[src/hw/cbi_pkg.sv]
// cbi_pkg: shared constants and types for the processor pin block.
// assumes a single 40 MHz clock; all users write cbi_pkg::name.
package cbi_pkg;
	// ==========================================================
	// timing
	localparam int CLK_NS = 25;
	localparam int PHI2_HALF_NS = 100;
	localparam int HALF_CYC = (PHI2_HALF_NS + CLK_NS - 1) / CLK_NS;

	// ==========================================================
	// register byte offsets
	localparam logic [7:0] OFS_CTRL = 8'h00;
	localparam logic [7:0] OFS_STATUS = 8'h04;
	localparam logic [7:0] OFS_ADDR = 8'h08;
	localparam logic [7:0] OFS_DATA = 8'h0c;
	localparam logic [7:0] OFS_CMD = 8'h10;
	localparam logic [7:0] OFS_PC = 8'h14;
	localparam logic [7:0] OFS_SP = 8'h18;
	localparam logic [7:0] OFS_OPADDR = 8'h1c;
	localparam logic [7:0] OFS_INSTR_END = 8'h20;

	// ==========================================================
	// field positions
	localparam int CB_E = 0;
	localparam int CB_M = 1;
	localparam int CB_X = 2;
	localparam int CB_I = 3;
	localparam int CB_WAIT = 4;
	localparam int CB_STOP = 5;
	localparam int CM_WR = 0;
	localparam int CM_WIDE = 1;
	localparam int CM_RMW = 2;
	localparam int SB_STATE = 8;

	// ==========================================================
	// reset values, vectors and lock lengths
	localparam logic [3:0] RST_FLAGS = 4'hf;
	localparam logic [15:0] RST_SP = 16'h01ff;
	localparam logic [15:0] RST_PC = 16'h0000;
	localparam logic [15:0] VEC_CANCEL_EMU = 16'hfff8;
	localparam logic [15:0] VEC_CANCEL_NAT = 16'hffe8;
	localparam logic [15:0] VEC_NMI_EMU = 16'hfffa;
	localparam logic [15:0] VEC_NMI_NAT = 16'hffea;
	localparam logic [15:0] VEC_IRQ_EMU = 16'hfffe;
	localparam logic [15:0] VEC_IRQ_NAT = 16'hffee;
	localparam logic [2:0] LOCK_SHORT = 3'h3;
	localparam logic [2:0] LOCK_LONG = 3'h5;

	// ==========================================================
	// types
	typedef enum logic [3:0] {
		ST_IDLE = 4'h0, ST_RD_LO = 4'h1, ST_RD_HI = 4'h2,
		ST_MODIFY = 4'h3, ST_WR_LO = 4'h4, ST_WR_HI = 4'h5,
		ST_PUSH_HI = 4'h6, ST_PUSH_LO = 4'h7, ST_VEC_LO = 4'h8,
		ST_VEC_HI = 4'h9
	} cbi_state_t;
	typedef enum logic [1:0] {
		K_CANCEL = 2'h0, K_NMI = 2'h1, K_IRQ = 2'h2
	} cbi_kind_t;
	typedef struct packed {
		logic [23:0] addr;
		logic wr;
		logic lock;
		logic [7:0] wdata;
	} cbi_cyc_t;
	typedef struct packed {
		logic i;
		logic x;
		logic m;
		logic e;
	} cbi_flags_t;
endpackage

[src/hw/cbi_sync.sv]
// cbi_sync: two-flop synchroniser, one chain per bit.
// assumes asynchronous inputs; INIT is the idle level of each bit.
module cbi_sync #(
	parameter int W = 1,
	parameter logic [W-1:0] INIT = '0
) (
	input wire logic clk,
	input wire logic rst,
	input wire logic [W-1:0] d,
	output logic [W-1:0] q
);
	logic [W-1:0] meta_r;

	for (genvar b = 0; b < W; b++) begin : g_bit
		always_ff @(posedge clk) begin
			if (rst) begin
				meta_r[b] <= INIT[b];
				q[b] <= INIT[b];
			end else begin
				meta_r[b] <= d[b];
				q[b] <= meta_r[b];
			end
		end
	end
endmodule // cbi_sync

[src/hw/cbi_phase.sv]
// cbi_phase: phase-2 and phase-1 clock outputs from a divider.
// assumes HALF >= 3 system clocks per half period.
module cbi_phase #(
	parameter int HALF = cbi_pkg::HALF_CYC
) (
	input wire logic clk,
	input wire logic rst,
	input wire logic freeze_req,
	output logic phi1,
	output logic phi2,
	output logic rise_tick,
	output logic fall_tick,
	output logic mid_tick,
	output logic frozen
);
	logic [7:0] cnt_r;
	logic end_w;

	assign end_w = ~frozen && cnt_r == 8'(HALF - 1);
	assign rise_tick = end_w & ~phi2;
	assign fall_tick = end_w & phi2 & ~freeze_req;
	assign mid_tick = ~frozen && cnt_r == 8'(HALF / 2 - 1);

	always_ff @(posedge clk) begin
		if (rst || frozen || end_w)
			cnt_r <= 8'h00;
		else
			cnt_r <= cnt_r + 8'h01;
	end

	// freeze only at the end of a high half: phase 2 stays high
	always_ff @(posedge clk) begin
		if (rst) begin
			phi2 <= 1'b0;
			phi1 <= 1'b1;
			frozen <= 1'b0;
		end else if (frozen) begin
			if (!freeze_req)
				frozen <= 1'b0;
		end else if (end_w) begin
			if (phi2 && freeze_req) begin
				frozen <= 1'b1;
			end else begin
				phi2 <= ~phi2;
				phi1 <= phi2;
			end
		end
	end
endmodule // cbi_phase

[src/hw/cbi_top.sv]
// cbi_top: pin-side bus, status and interrupt logic of a 16-bit cpu.
// assumes an apb master on the CLOCK domain; pins are asynchronous.
//
// Chosen here: the register offsets and the APB interface to the registers.

module cbi_top #(
	parameter int HALF = cbi_pkg::HALF_CYC
) (
	// clock and reset
	input wire logic CLOCK,
	input wire logic RST,
	// apb slave
	input wire logic PSEL,
	input wire logic PENABLE,
	input wire logic PWRITE,
	input wire logic [7:0] PADDR,
	input wire logic [31:0] PWDATA,
	output logic [31:0] PRDATA,
	output logic PREADY,
	output logic PSLVERR,
	// address, bank/data and direction pins
	output logic [15:0] ADDR_LINES,
	output logic ADDR_LINES_OE_N,
	output logic [7:0] MUXED_BANK_DATA_BUS,
	input wire logic [7:0] MUXED_BANK_DATA_BUS_SENSE,
	output logic MUXED_BANK_DATA_BUS_OE_N,
	output logic RW,
	output logic RW_OE_N,
	input wire logic BUS_DRIVE_EN,
	// interrupt pins
	input wire logic CANCEL_N,
	input wire logic IRQ_N,
	input wire logic NMI_N,
	// status and clock pins
	output logic EMU_STATUS,
	output logic WIDTH_FLAGS,
	output logic BUS_LOCK_N,
	output logic PHI1_OUT,
	output logic PHI2_OUT
);
	// ==========================================================
	// declarations
	cbi_pkg::cbi_state_t state_r, state_nxt;
	cbi_pkg::cbi_kind_t kind_r, kind_sel;
	cbi_pkg::cbi_flags_t flags_r;
	cbi_pkg::cbi_cyc_t cur_r, cyc_next, cyc_now;
	logic [15:0] pc_r, sp_r, opaddr_r, ret_r, data_r, vec_w;
	logic [23:0] addr_r, addr_p1;
	logic [7:0] vec_lo_r, mux_s, mux_r, addr_hi_unused;
	logic [2:0] irqs_s;
	logic [2:0] lk_cnt_r;
	logic [31:0] rd_data;
	logic rd_err, wr_en, busy, wake, int_any, inhibit_r, waiting_r;
	logic stop_req_r, boundary_r, cmd_pend_r, cmd_wr_r, cmd_wide_r;
	logic cmd_rmw_r, armed_r, cancel_pend_r, nmi_d_r, nmi_pend_r;
	logic nmi_edge, phi2_w, rise_tick, fall_tick, mid_tick, frozen;
	logic mux_oe_n_r, rw_r, lock_n_r, width_r, emu_r;

	// ==========================================================
	// pin synchronisers and phase generator
	cbi_sync #(.W(11), .INIT(11'h7ff)) u_sync (
		.clk(CLOCK),
		.rst(RST),
		.d({MUXED_BANK_DATA_BUS_SENSE, NMI_N, IRQ_N, CANCEL_N}),
		.q({mux_s, irqs_s})
	);

	cbi_phase #(.HALF(HALF)) u_phase (
		.clk(CLOCK),
		.rst(RST),
		.freeze_req(stop_req_r),
		.phi1(PHI1_OUT),
		.phi2(phi2_w),
		.rise_tick(rise_tick),
		.fall_tick(fall_tick),
		.mid_tick(mid_tick),
		.frozen(frozen)
	);
	assign PHI2_OUT = phi2_w;

	// ==========================================================
	// apb slave: zero wait, answer latched in the setup cycle
	assign wr_en = PSEL & PENABLE & PWRITE & PREADY;
	assign busy = (state_r != cbi_pkg::ST_IDLE) | cmd_pend_r;

	always_comb begin
		rd_data = 32'h0;
		rd_err = 1'b0;
		case (PADDR)
		cbi_pkg::OFS_CTRL: begin
			rd_data[3:0] = flags_r;
			rd_data[cbi_pkg::CB_WAIT] = waiting_r;
			rd_data[cbi_pkg::CB_STOP] = stop_req_r;
		end
		cbi_pkg::OFS_STATUS: begin
			rd_data[7:0] = {1'b0, ~irqs_s[1], nmi_pend_r, cancel_pend_r,
				inhibit_r, frozen, waiting_r, busy};
			rd_data[cbi_pkg::SB_STATE +: 4] = state_r;
		end
		cbi_pkg::OFS_ADDR: rd_data[23:0] = addr_r;
		cbi_pkg::OFS_DATA: rd_data[15:0] = data_r;
		cbi_pkg::OFS_CMD: rd_data[2:0] = {cmd_rmw_r, cmd_wide_r, cmd_wr_r};
		cbi_pkg::OFS_PC: rd_data[15:0] = pc_r;
		cbi_pkg::OFS_SP: rd_data[15:0] = sp_r;
		cbi_pkg::OFS_OPADDR: rd_data[15:0] = opaddr_r;
		cbi_pkg::OFS_INSTR_END: rd_data = 32'h0;
		default: rd_err = 1'b1;
		endcase
	end

	always_ff @(posedge CLOCK) begin
		if (RST) begin
			PRDATA <= 32'h0;
			PSLVERR <= 1'b0;
			PREADY <= 1'b0;
		end else begin
			PREADY <= 1'b1;
			if (PSEL && !PENABLE) begin
				PRDATA <= PWRITE ? 32'h0 : rd_data;
				PSLVERR <= rd_err;
			end
		end
	end

	// ==========================================================
	// software-visible processor state
	always_ff @(posedge CLOCK) begin
		if (RST) begin
			flags_r <= cbi_pkg::RST_FLAGS;
			stop_req_r <= 1'b0;
		end else begin
			if (wr_en && PADDR == cbi_pkg::OFS_CTRL) begin
				stop_req_r <= PWDATA[cbi_pkg::CB_STOP];
				if (!inhibit_r)
					flags_r <= PWDATA[3:0];
			end
			if (fall_tick && state_r == cbi_pkg::ST_VEC_HI)
				flags_r.i <= 1'b1;
		end
	end

	always_ff @(posedge CLOCK) begin
		if (RST)
			pc_r <= cbi_pkg::RST_PC;
		else if (fall_tick && state_r == cbi_pkg::ST_VEC_HI)
			pc_r <= {mux_s, vec_lo_r};
		else if (wr_en && !inhibit_r && (PADDR == cbi_pkg::OFS_PC ||
				PADDR == cbi_pkg::OFS_INSTR_END))
			pc_r <= PWDATA[15:0];
	end

	always_ff @(posedge CLOCK) begin
		if (RST)
			sp_r <= cbi_pkg::RST_SP;
		else if (fall_tick && state_r == cbi_pkg::ST_VEC_HI)
			sp_r <= sp_r - 16'h2;
		else if (wr_en && !inhibit_r && PADDR == cbi_pkg::OFS_SP)
			sp_r <= PWDATA[15:0];
	end

	always_ff @(posedge CLOCK) begin
		if (RST) begin
			opaddr_r <= 16'h0;
			addr_r <= 24'h0;
		end else if (wr_en && !busy) begin
			if (PADDR == cbi_pkg::OFS_OPADDR)
				opaddr_r <= PWDATA[15:0];
			if (PADDR == cbi_pkg::OFS_ADDR)
				addr_r <= PWDATA[23:0];
		end
	end

	// data register: byte captures, read-modify-write increment
	always_ff @(posedge CLOCK) begin
		if (RST)
			data_r <= 16'h0;
		else if (fall_tick && state_r == cbi_pkg::ST_RD_LO)
			data_r[7:0] <= mux_s;
		else if (fall_tick && state_r == cbi_pkg::ST_RD_HI)
			data_r[15:8] <= mux_s;
		else if (fall_tick && state_r == cbi_pkg::ST_MODIFY)
			data_r <= cmd_wide_r ? data_r + 16'h1
				: {data_r[15:8], data_r[7:0] + 8'h1};
		else if (wr_en && !inhibit_r && !busy &&
				PADDR == cbi_pkg::OFS_DATA)
			data_r <= PWDATA[15:0];
	end

	// command is refused while a sequence is pending or running
	always_ff @(posedge CLOCK) begin
		if (RST) begin
			cmd_pend_r <= 1'b0;
			cmd_wr_r <= 1'b0;
			cmd_wide_r <= 1'b0;
			cmd_rmw_r <= 1'b0;
		end else if (wr_en && !busy && PADDR == cbi_pkg::OFS_CMD) begin
			cmd_pend_r <= 1'b1;
			cmd_wr_r <= PWDATA[cbi_pkg::CM_WR];
			cmd_rmw_r <= PWDATA[cbi_pkg::CM_RMW];
			cmd_wide_r <= PWDATA[cbi_pkg::CM_RMW] ? ~flags_r.m
				: PWDATA[cbi_pkg::CM_WIDE];
		end else if (fall_tick && state_r == cbi_pkg::ST_IDLE && !int_any)
			cmd_pend_r <= 1'b0;
	end

	// ==========================================================
	// interrupt inputs
	assign nmi_edge = nmi_d_r & ~irqs_s[2];
	assign wake = cancel_pend_r | nmi_pend_r | ~irqs_s[1];

	always_ff @(posedge CLOCK) begin
		if (RST) begin
			armed_r <= 1'b1;
			cancel_pend_r <= 1'b0;
			inhibit_r <= 1'b0;
		end else begin
			if (irqs_s[0])
				armed_r <= 1'b1;
			if (!irqs_s[0] && phi2_w && armed_r) begin
				armed_r <= 1'b0;
				cancel_pend_r <= 1'b1;
				inhibit_r <= 1'b1;
			end else if (fall_tick && state_r == cbi_pkg::ST_IDLE &&
					int_any && kind_sel == cbi_pkg::K_CANCEL) begin
				cancel_pend_r <= 1'b0;
				inhibit_r <= 1'b0;
			end
		end
	end

	// a new edge wins over the clear of the one being taken
	always_ff @(posedge CLOCK) begin
		if (RST) begin
			nmi_d_r <= 1'b1;
			nmi_pend_r <= 1'b0;
		end else begin
			nmi_d_r <= irqs_s[2];
			if (nmi_edge)
				nmi_pend_r <= 1'b1;
			else if (fall_tick && state_r == cbi_pkg::ST_IDLE &&
					int_any && kind_sel == cbi_pkg::K_NMI)
				nmi_pend_r <= 1'b0;
		end
	end

	always_ff @(posedge CLOCK) begin
		if (RST)
			waiting_r <= 1'b0;
		else if (waiting_r && wake)
			waiting_r <= 1'b0;
		else if (wr_en && PADDR == cbi_pkg::OFS_CTRL &&
				PWDATA[cbi_pkg::CB_WAIT])
			waiting_r <= 1'b1;
	end

	// recognition point: instruction end, or wake from waiting
	always_ff @(posedge CLOCK) begin
		if (RST)
			boundary_r <= 1'b0;
		else if (wr_en && PADDR == cbi_pkg::OFS_INSTR_END)
			boundary_r <= 1'b1;
		else if (waiting_r && wake)
			boundary_r <= 1'b1;
		else if (fall_tick && state_r == cbi_pkg::ST_IDLE)
			boundary_r <= 1'b0;
	end

	// irq is a level: it counts only if still low here
	assign int_any = boundary_r & (cancel_pend_r | nmi_pend_r |
		(~irqs_s[1] & ~flags_r.i));

	always_comb begin
		if (cancel_pend_r)
			kind_sel = cbi_pkg::K_CANCEL;
		else if (nmi_pend_r)
			kind_sel = cbi_pkg::K_NMI;
		else
			kind_sel = cbi_pkg::K_IRQ;
	end

	always_ff @(posedge CLOCK) begin
		if (RST) begin
			kind_r <= cbi_pkg::K_IRQ;
			ret_r <= 16'h0;
		end else if (fall_tick && state_r == cbi_pkg::ST_IDLE && int_any) begin
			kind_r <= kind_sel;
			ret_r <= (kind_sel == cbi_pkg::K_CANCEL) ? opaddr_r : pc_r;
		end
	end

	always_comb begin
		case (kind_r)
		cbi_pkg::K_CANCEL: vec_w = flags_r.e ? cbi_pkg::VEC_CANCEL_EMU
			: cbi_pkg::VEC_CANCEL_NAT;
		cbi_pkg::K_NMI: vec_w = flags_r.e ? cbi_pkg::VEC_NMI_EMU
			: cbi_pkg::VEC_NMI_NAT;
		default: vec_w = flags_r.e ? cbi_pkg::VEC_IRQ_EMU
			: cbi_pkg::VEC_IRQ_NAT;
		endcase
	end

	// ==========================================================
	// bus cycle sequencer, one state per phase-2 period
	always_comb begin
		state_nxt = state_r;
		case (state_r)
		cbi_pkg::ST_IDLE:
			if (int_any)
				state_nxt = cbi_pkg::ST_PUSH_HI;
			else if (cmd_pend_r)
				state_nxt = (cmd_wr_r && !cmd_rmw_r) ? cbi_pkg::ST_WR_LO
					: cbi_pkg::ST_RD_LO;
		cbi_pkg::ST_RD_LO:
			if (cmd_wide_r)
				state_nxt = cbi_pkg::ST_RD_HI;
			else
				state_nxt = cmd_rmw_r ? cbi_pkg::ST_MODIFY
					: cbi_pkg::ST_IDLE;
		cbi_pkg::ST_RD_HI:
			state_nxt = cmd_rmw_r ? cbi_pkg::ST_MODIFY : cbi_pkg::ST_IDLE;
		cbi_pkg::ST_MODIFY:
			state_nxt = cmd_wide_r ? cbi_pkg::ST_WR_HI : cbi_pkg::ST_WR_LO;
		cbi_pkg::ST_WR_LO:
			state_nxt = (cmd_wide_r && !cmd_rmw_r) ? cbi_pkg::ST_WR_HI
				: cbi_pkg::ST_IDLE;
		cbi_pkg::ST_WR_HI:
			state_nxt = cmd_rmw_r ? cbi_pkg::ST_WR_LO : cbi_pkg::ST_IDLE;
		cbi_pkg::ST_PUSH_HI: state_nxt = cbi_pkg::ST_PUSH_LO;
		cbi_pkg::ST_PUSH_LO: state_nxt = cbi_pkg::ST_VEC_LO;
		cbi_pkg::ST_VEC_LO: state_nxt = cbi_pkg::ST_VEC_HI;
		default: state_nxt = cbi_pkg::ST_IDLE;
		endcase
	end

	always_ff @(posedge CLOCK) begin
		if (RST)
			state_r <= cbi_pkg::ST_IDLE;
		else if (fall_tick)
			state_r <= state_nxt;
	end

	always_ff @(posedge CLOCK) begin
		if (RST)
			vec_lo_r <= 8'h0;
		else if (fall_tick && state_r == cbi_pkg::ST_VEC_LO)
			vec_lo_r <= mux_s;
	end

	assign addr_p1 = addr_r + 24'h1;
	assign addr_hi_unused = 8'h00;

	function automatic cbi_pkg::cbi_cyc_t cyc_of(
			input cbi_pkg::cbi_state_t s);
		cbi_pkg::cbi_cyc_t c;
		c = '0;
		c.addr = addr_r;
		c.lock = cmd_rmw_r && s != cbi_pkg::ST_IDLE &&
			s < cbi_pkg::ST_PUSH_HI;
		case (s)
		cbi_pkg::ST_RD_HI: c.addr = addr_p1;
		cbi_pkg::ST_MODIFY: c.addr = cmd_wide_r ? addr_p1 : addr_r;
		cbi_pkg::ST_WR_LO: begin
			c.wr = 1'b1;
			c.wdata = data_r[7:0];
		end
		cbi_pkg::ST_WR_HI: begin
			c.wr = 1'b1;
			c.addr = addr_p1;
			c.wdata = data_r[15:8];
		end
		cbi_pkg::ST_PUSH_HI: begin
			c.wr = 1'b1;
			c.addr = {addr_hi_unused, sp_r};
			c.wdata = ret_r[15:8];
		end
		cbi_pkg::ST_PUSH_LO: begin
			c.wr = 1'b1;
			c.addr = {addr_hi_unused, sp_r - 16'h1};
			c.wdata = ret_r[7:0];
		end
		cbi_pkg::ST_VEC_LO: c.addr = {addr_hi_unused, vec_w};
		cbi_pkg::ST_VEC_HI: c.addr = {addr_hi_unused, vec_w + 16'h1};
		default: c.addr = addr_r;
		endcase
		return c;
	endfunction

	// processes, not assigns, so the function's register reads wake them
	always_comb cyc_next = cyc_of(state_nxt);
	always_comb cyc_now = cyc_of(state_r);

	// ==========================================================
	// pin drivers; write data taken late so modify results land
	always_ff @(posedge CLOCK) begin
		if (RST) begin
			cur_r <= '0;
			ADDR_LINES <= 16'h0;
			mux_r <= 8'h0;
			mux_oe_n_r <= 1'b1;
			rw_r <= 1'b1;
			lock_n_r <= 1'b1;
		end else if (fall_tick) begin
			cur_r <= cyc_next;
			ADDR_LINES <= cyc_next.addr[15:0];
			mux_r <= cyc_next.addr[23:16];
			mux_oe_n_r <= 1'b0;
			rw_r <= ~cyc_next.wr;
			lock_n_r <= ~cyc_next.lock;
		end else if (rise_tick) begin
			mux_r <= cyc_now.wdata;
			mux_oe_n_r <= ~cur_r.wr;
		end
	end

	assign MUXED_BANK_DATA_BUS = mux_r;
	assign RW = rw_r;
	assign BUS_LOCK_N = lock_n_r;
	// enables must float with no clock, so they bypass the flops
	assign ADDR_LINES_OE_N = ~BUS_DRIVE_EN;
	assign RW_OE_N = ~BUS_DRIVE_EN;
	assign MUXED_BANK_DATA_BUS_OE_N = mux_oe_n_r | ~BUS_DRIVE_EN;

	always_ff @(posedge CLOCK) begin
		if (RST) begin
			width_r <= 1'b1;
			emu_r <= 1'b1;
		end else begin
			emu_r <= flags_r.e;
			if (mid_tick)
				width_r <= phi2_w ? flags_r.m : flags_r.x;
		end
	end
	assign WIDTH_FLAGS = width_r;
	assign EMU_STATUS = emu_r;

	// lock length helper
	always_ff @(posedge CLOCK) begin
		if (RST)
			lk_cnt_r <= 3'h0;
		else if (fall_tick && cyc_next.lock)
			lk_cnt_r <= lock_n_r ? 3'h1 : lk_cnt_r + 3'h1;
	end
endmodule // cbi_top

[config.mk]
export PLATFORM = sky130hd
export DESIGN_NAME = cbi_top
export DESIGN_NICKNAME = d
export VERILOG_FILES = /design/src/hw/cbi_pkg.sv /design/src/hw/cbi_sync.sv /design/src/hw/cbi_phase.sv /design/src/hw/cbi_top.sv
export SDC_FILE = /design/constraint.sdc
export NUM_CORES = 1
export LEC_CHECK = 0
export BUFFER_PORTS_ARGS = -buffer_cell sky130_fd_sc_hd__buf_2
export CAP_MARGIN = 10
export CORE_ASPECT_RATIO = 0.5
export CORE_UTILIZATION = 40
export CTS_CLUSTER_SIZE = 16
export DETAILED_ROUTE_END_ITERATION = 7
export GPL_TIMING_DRIVEN = 0
export SYNTH_ARGS = -nofsm -noshare
export SYNTH_HDL_FRONTEND = slang
export SYNTH_SLANG_ARGS = --single-unit
[constraint.sdc]
create_clock -name CLOCK -period 4.94 [get_ports CLOCK]
set_clock_uncertainty 0.05 [all_clocks]
set_input_delay 0.741 -clock CLOCK [delete_from_list [all_inputs] [get_ports CLOCK]]
set_output_delay 0.741 -clock CLOCK [all_outputs]
set_load 0.005 [all_outputs]
==> flow_summary.ini <==
[placed_design]
port_buffers = 105
place_area_sq_um = 12700
hpwl_mm = 38.1
preCtsSetupSlack_ps = 1080
gp_congestion = 0.985
placedCellCount = 1937

[worst_setup_path]
worst_setup_path_start_kind = flip-flop
required_ps = 5290
crit_fanout = 10
crit_arrival_ps = 4380
cp-end-kind = flip-flop
worstSetupPathType = reg -> reg

[sta]
fin_ws_ps = 905
fmax_ghz = 0.248
finalHoldViolations = 0
finalCriticalPeriod_ps = 4040
setup_violations = 0
relSlewSlack = 0.242
rsz0062_at_grt = false
setup_tns_ps = 0
post-route-period-util = 0.817
tightest_slew_ps = 1140
drv_slew = 0

[final_layout]
regArea_sq_um = 4440
syn2layout_area_growth_pct = 16.6
nNetsFinal = 1644
n_fill_cell = 2832
drive_gt1_frac = 0.143
antenna_cells = 0
final_area_sq_um = 13600
multi_input_area_sq_um = 6690
finalNonFillerCells = 1979

[route]
drtIter0Drc = 1396
wl_per_cell_um = 25.2
drtPass1Iterations = 6
via_per_inst = 6.06
drc = 0
ant_nets = 0
routed_wl_mm = 49.9
vias = 12000

[global_route]
grt_pass1_wl_mm = 72.7
grt_usage = 0.331
grt_pass1_vias = 11203
grt_max_degree = 16
overflow = 0
antenna_found_initial = 3

[pwr]
ir_drop_v = 0.000213
pwr-share-comb = 0.057
p_leak_nw = 5.14
finalPower_mw = 4.20
intPower_mw = 3.17
seqPwrFrac = 0.436
clkPwrFrac = 0.507
switching_power_mw = 1.03
powerDensity_nw_per_um2 = 307
p_sw_frac = 0.244

[yosys]
synth-main-ff-cell = dfxtp_1
syn_inst = 1442
avgSynthCellArea_sq_um = 8.12
ys_warn_count = 0
ys_types = 67
async_reset_ff_frac = 0
synth_seq_cells = 222
synth-edff-count = 0
synthesis.area_sq_um = 11700
synth-seq-area-share = 0.380

[clock_tree]
cts_buffers = 23
cts_tree = built
clock_path_buffers = 3
postCtsSetupBuffers = 0
clock_sinks = 222
clk-insertion-delay-late_ps = 550
root_buffer = clkbuf_16
clkTransAtPathRegs_ps = 70
cts_max_level = 1
postCtsHoldBufs = 0
cts.repair.resized = 0

[floorplanning]
die_area_sq_um = 30000
io_pins = 124
start_util = 0.414
die_height_um = 123
core_area_sq_um = 28200
die_w_um = 244
std_cell_rows = 43

[min_path]
min_path_type = in -> reg

[job]
max-cap-violations = 0

[status]
status = completed
-- cells in the final DEF (no fill, tap or decap), types with 24 or more instances in the layout --
| master | synthesis | final |
|---|---|---|
| inv_1 | 24 | 24 |
| nor2_1 | 184 | 184 |
| a22oi_1 | 33 | 33 |
| a21oi_1 | 99 | 99 |
| mux2i_1 | 73 | 73 |
| dfxtp_1 | 222 | 222 |
| clkbuf_1 | 95 | 96 |
| o21ai_0 | 41 | 41 |
| nand2_1 | 155 | 155 |
| or2_2 | 32 | 32 |
| buf_2 | 3 | 108 |
| nor3_1 | 48 | 48 |
| nand3_1 | 46 | 46 |
| a211oi_1 | 49 | 49 |
-- path summary, 6_finish.rpt --
check,start,end,cells past startpoint,slack (ps)
worst min register to register,u_sync.meta_r[3]$_SDFF_PP1_,u_sync.q[3]$_SDFF_PP1_,1,350
worst max-delay path,state_r[3]$_SDFFE_PP0N_,ADDR_LINES[4]$_SDFFE_PP0N_,10,900
worst max register to register,state_r[3]$_SDFFE_PP0N_,ADDR_LINES[4]$_SDFFE_PP0N_,10,900
worst min-delay path,MUXED_BANK_DATA_BUS_SENSE[7],u_sync.meta_r[10]$_SDFF_PP1_,2,320
-- power groups by stage --
stage / Sequential [mW] / Combinational, mW / Clock (mW)
global placement: 1.87 / 0.228 / 0
detailed placement: 1.87 / 0.230 / 0
CTS: 1.83 / 0.231 / 2.13
finish: 1.83 / 0.238 / 2.13
global route: 1.83 / 0.252 / 2.21
floorplan: 1.86 / 0.117 / 0
-- synth_stat cells, types with 19 or more instances --
master | instances | area, sq um
o21ai_0 | 41 | 205
inv_1 | 24 | 90.1
dfxtp_1 | 222 | 4440
or2_2 | 32 | 200
nor2_1 | 184 | 691
a22oi_1 | 33 | 248
mux2i_1 | 73 | 731
xor2_1 | 19 | 166
a21oi_1 | 99 | 495
clkbuf_1 | 95 | 357
nand3_1 | 46 | 230
o211ai_1 | 21 | 158
nor3_1 | 48 | 240
nand2_1 | 155 | 582
a211oi_1 | 49 | 368
-- registers in the layout, summed over array words and instances, names as in the netlist, 2 cells and up --
signal,cells
u_phase.cnt_r,8
data_r,16
ret_r,16
opaddr_r,16
vec_lo_r,8
addr_r,24
flags_r,4
state_r,4
u_sync.q,11
MUXED_BANK_DATA_BUS,8
pc_r,16
sp_r,16
kind_r,2
ADDR_LINES,16
PRDATA,24
u_sync.meta_r,11
-- worst max-delay path: stages (launching register included) --
cell and delay (ps):
dfxtp_1 300, clkbuf_1 200, nor4_1 810, o311a_1 290, clkbuf_1 540, nor4_2 290, or2_2 410, clkbuf_1 300
a221o_1 360, a221oi_1 240, nor3_1 70
-- routing by layer --
metal,part of all wire,up-vias,global-route usage
met3,0.11,102,0.0888
met2,0.40,599,0.481
met5,0,-,0
met4,0.030,0,0.105
li1,-,5488,-
met1,0.46,5811,0.474
-- stage by stage --
stage	hold slack, ps	utilization
2_1_floorplan	339	-
3_3_place_gp	341	0.451
3_5_place_dp	343	0.451
4_1_cts	315	0.483
5_1_grt	324	0.483
6_report	317	0.483
-- kinds of logic after synthesis --
group	count (synthesis)	synth area share
AND/OR/NAND/NOR	580	0.234
AO/OA/AOI/OAI	351	0.200
flip-flops	222	0.380
buffers and inverters	146	0.0514
multiplexers	100	0.101
XOR/XNOR	35	0.0262
adder cells (fa/ha/maj)	7	0.00748
other	1	0.000320
-- layout make-up --
type	count	share of cell area
Clock inverter	14	0.0195
Multi-Input combinational cell	1081	0.490
Timing Repair Buffer	106	0.0391
Sequential cell	222	0.326
Buffer	122	0.0375
Tap cell	382	0.0350
Clock buffer	28	0.0465
Inverter	24	0.00660
No activity file was read; power rests on OpenSTA's default activity.
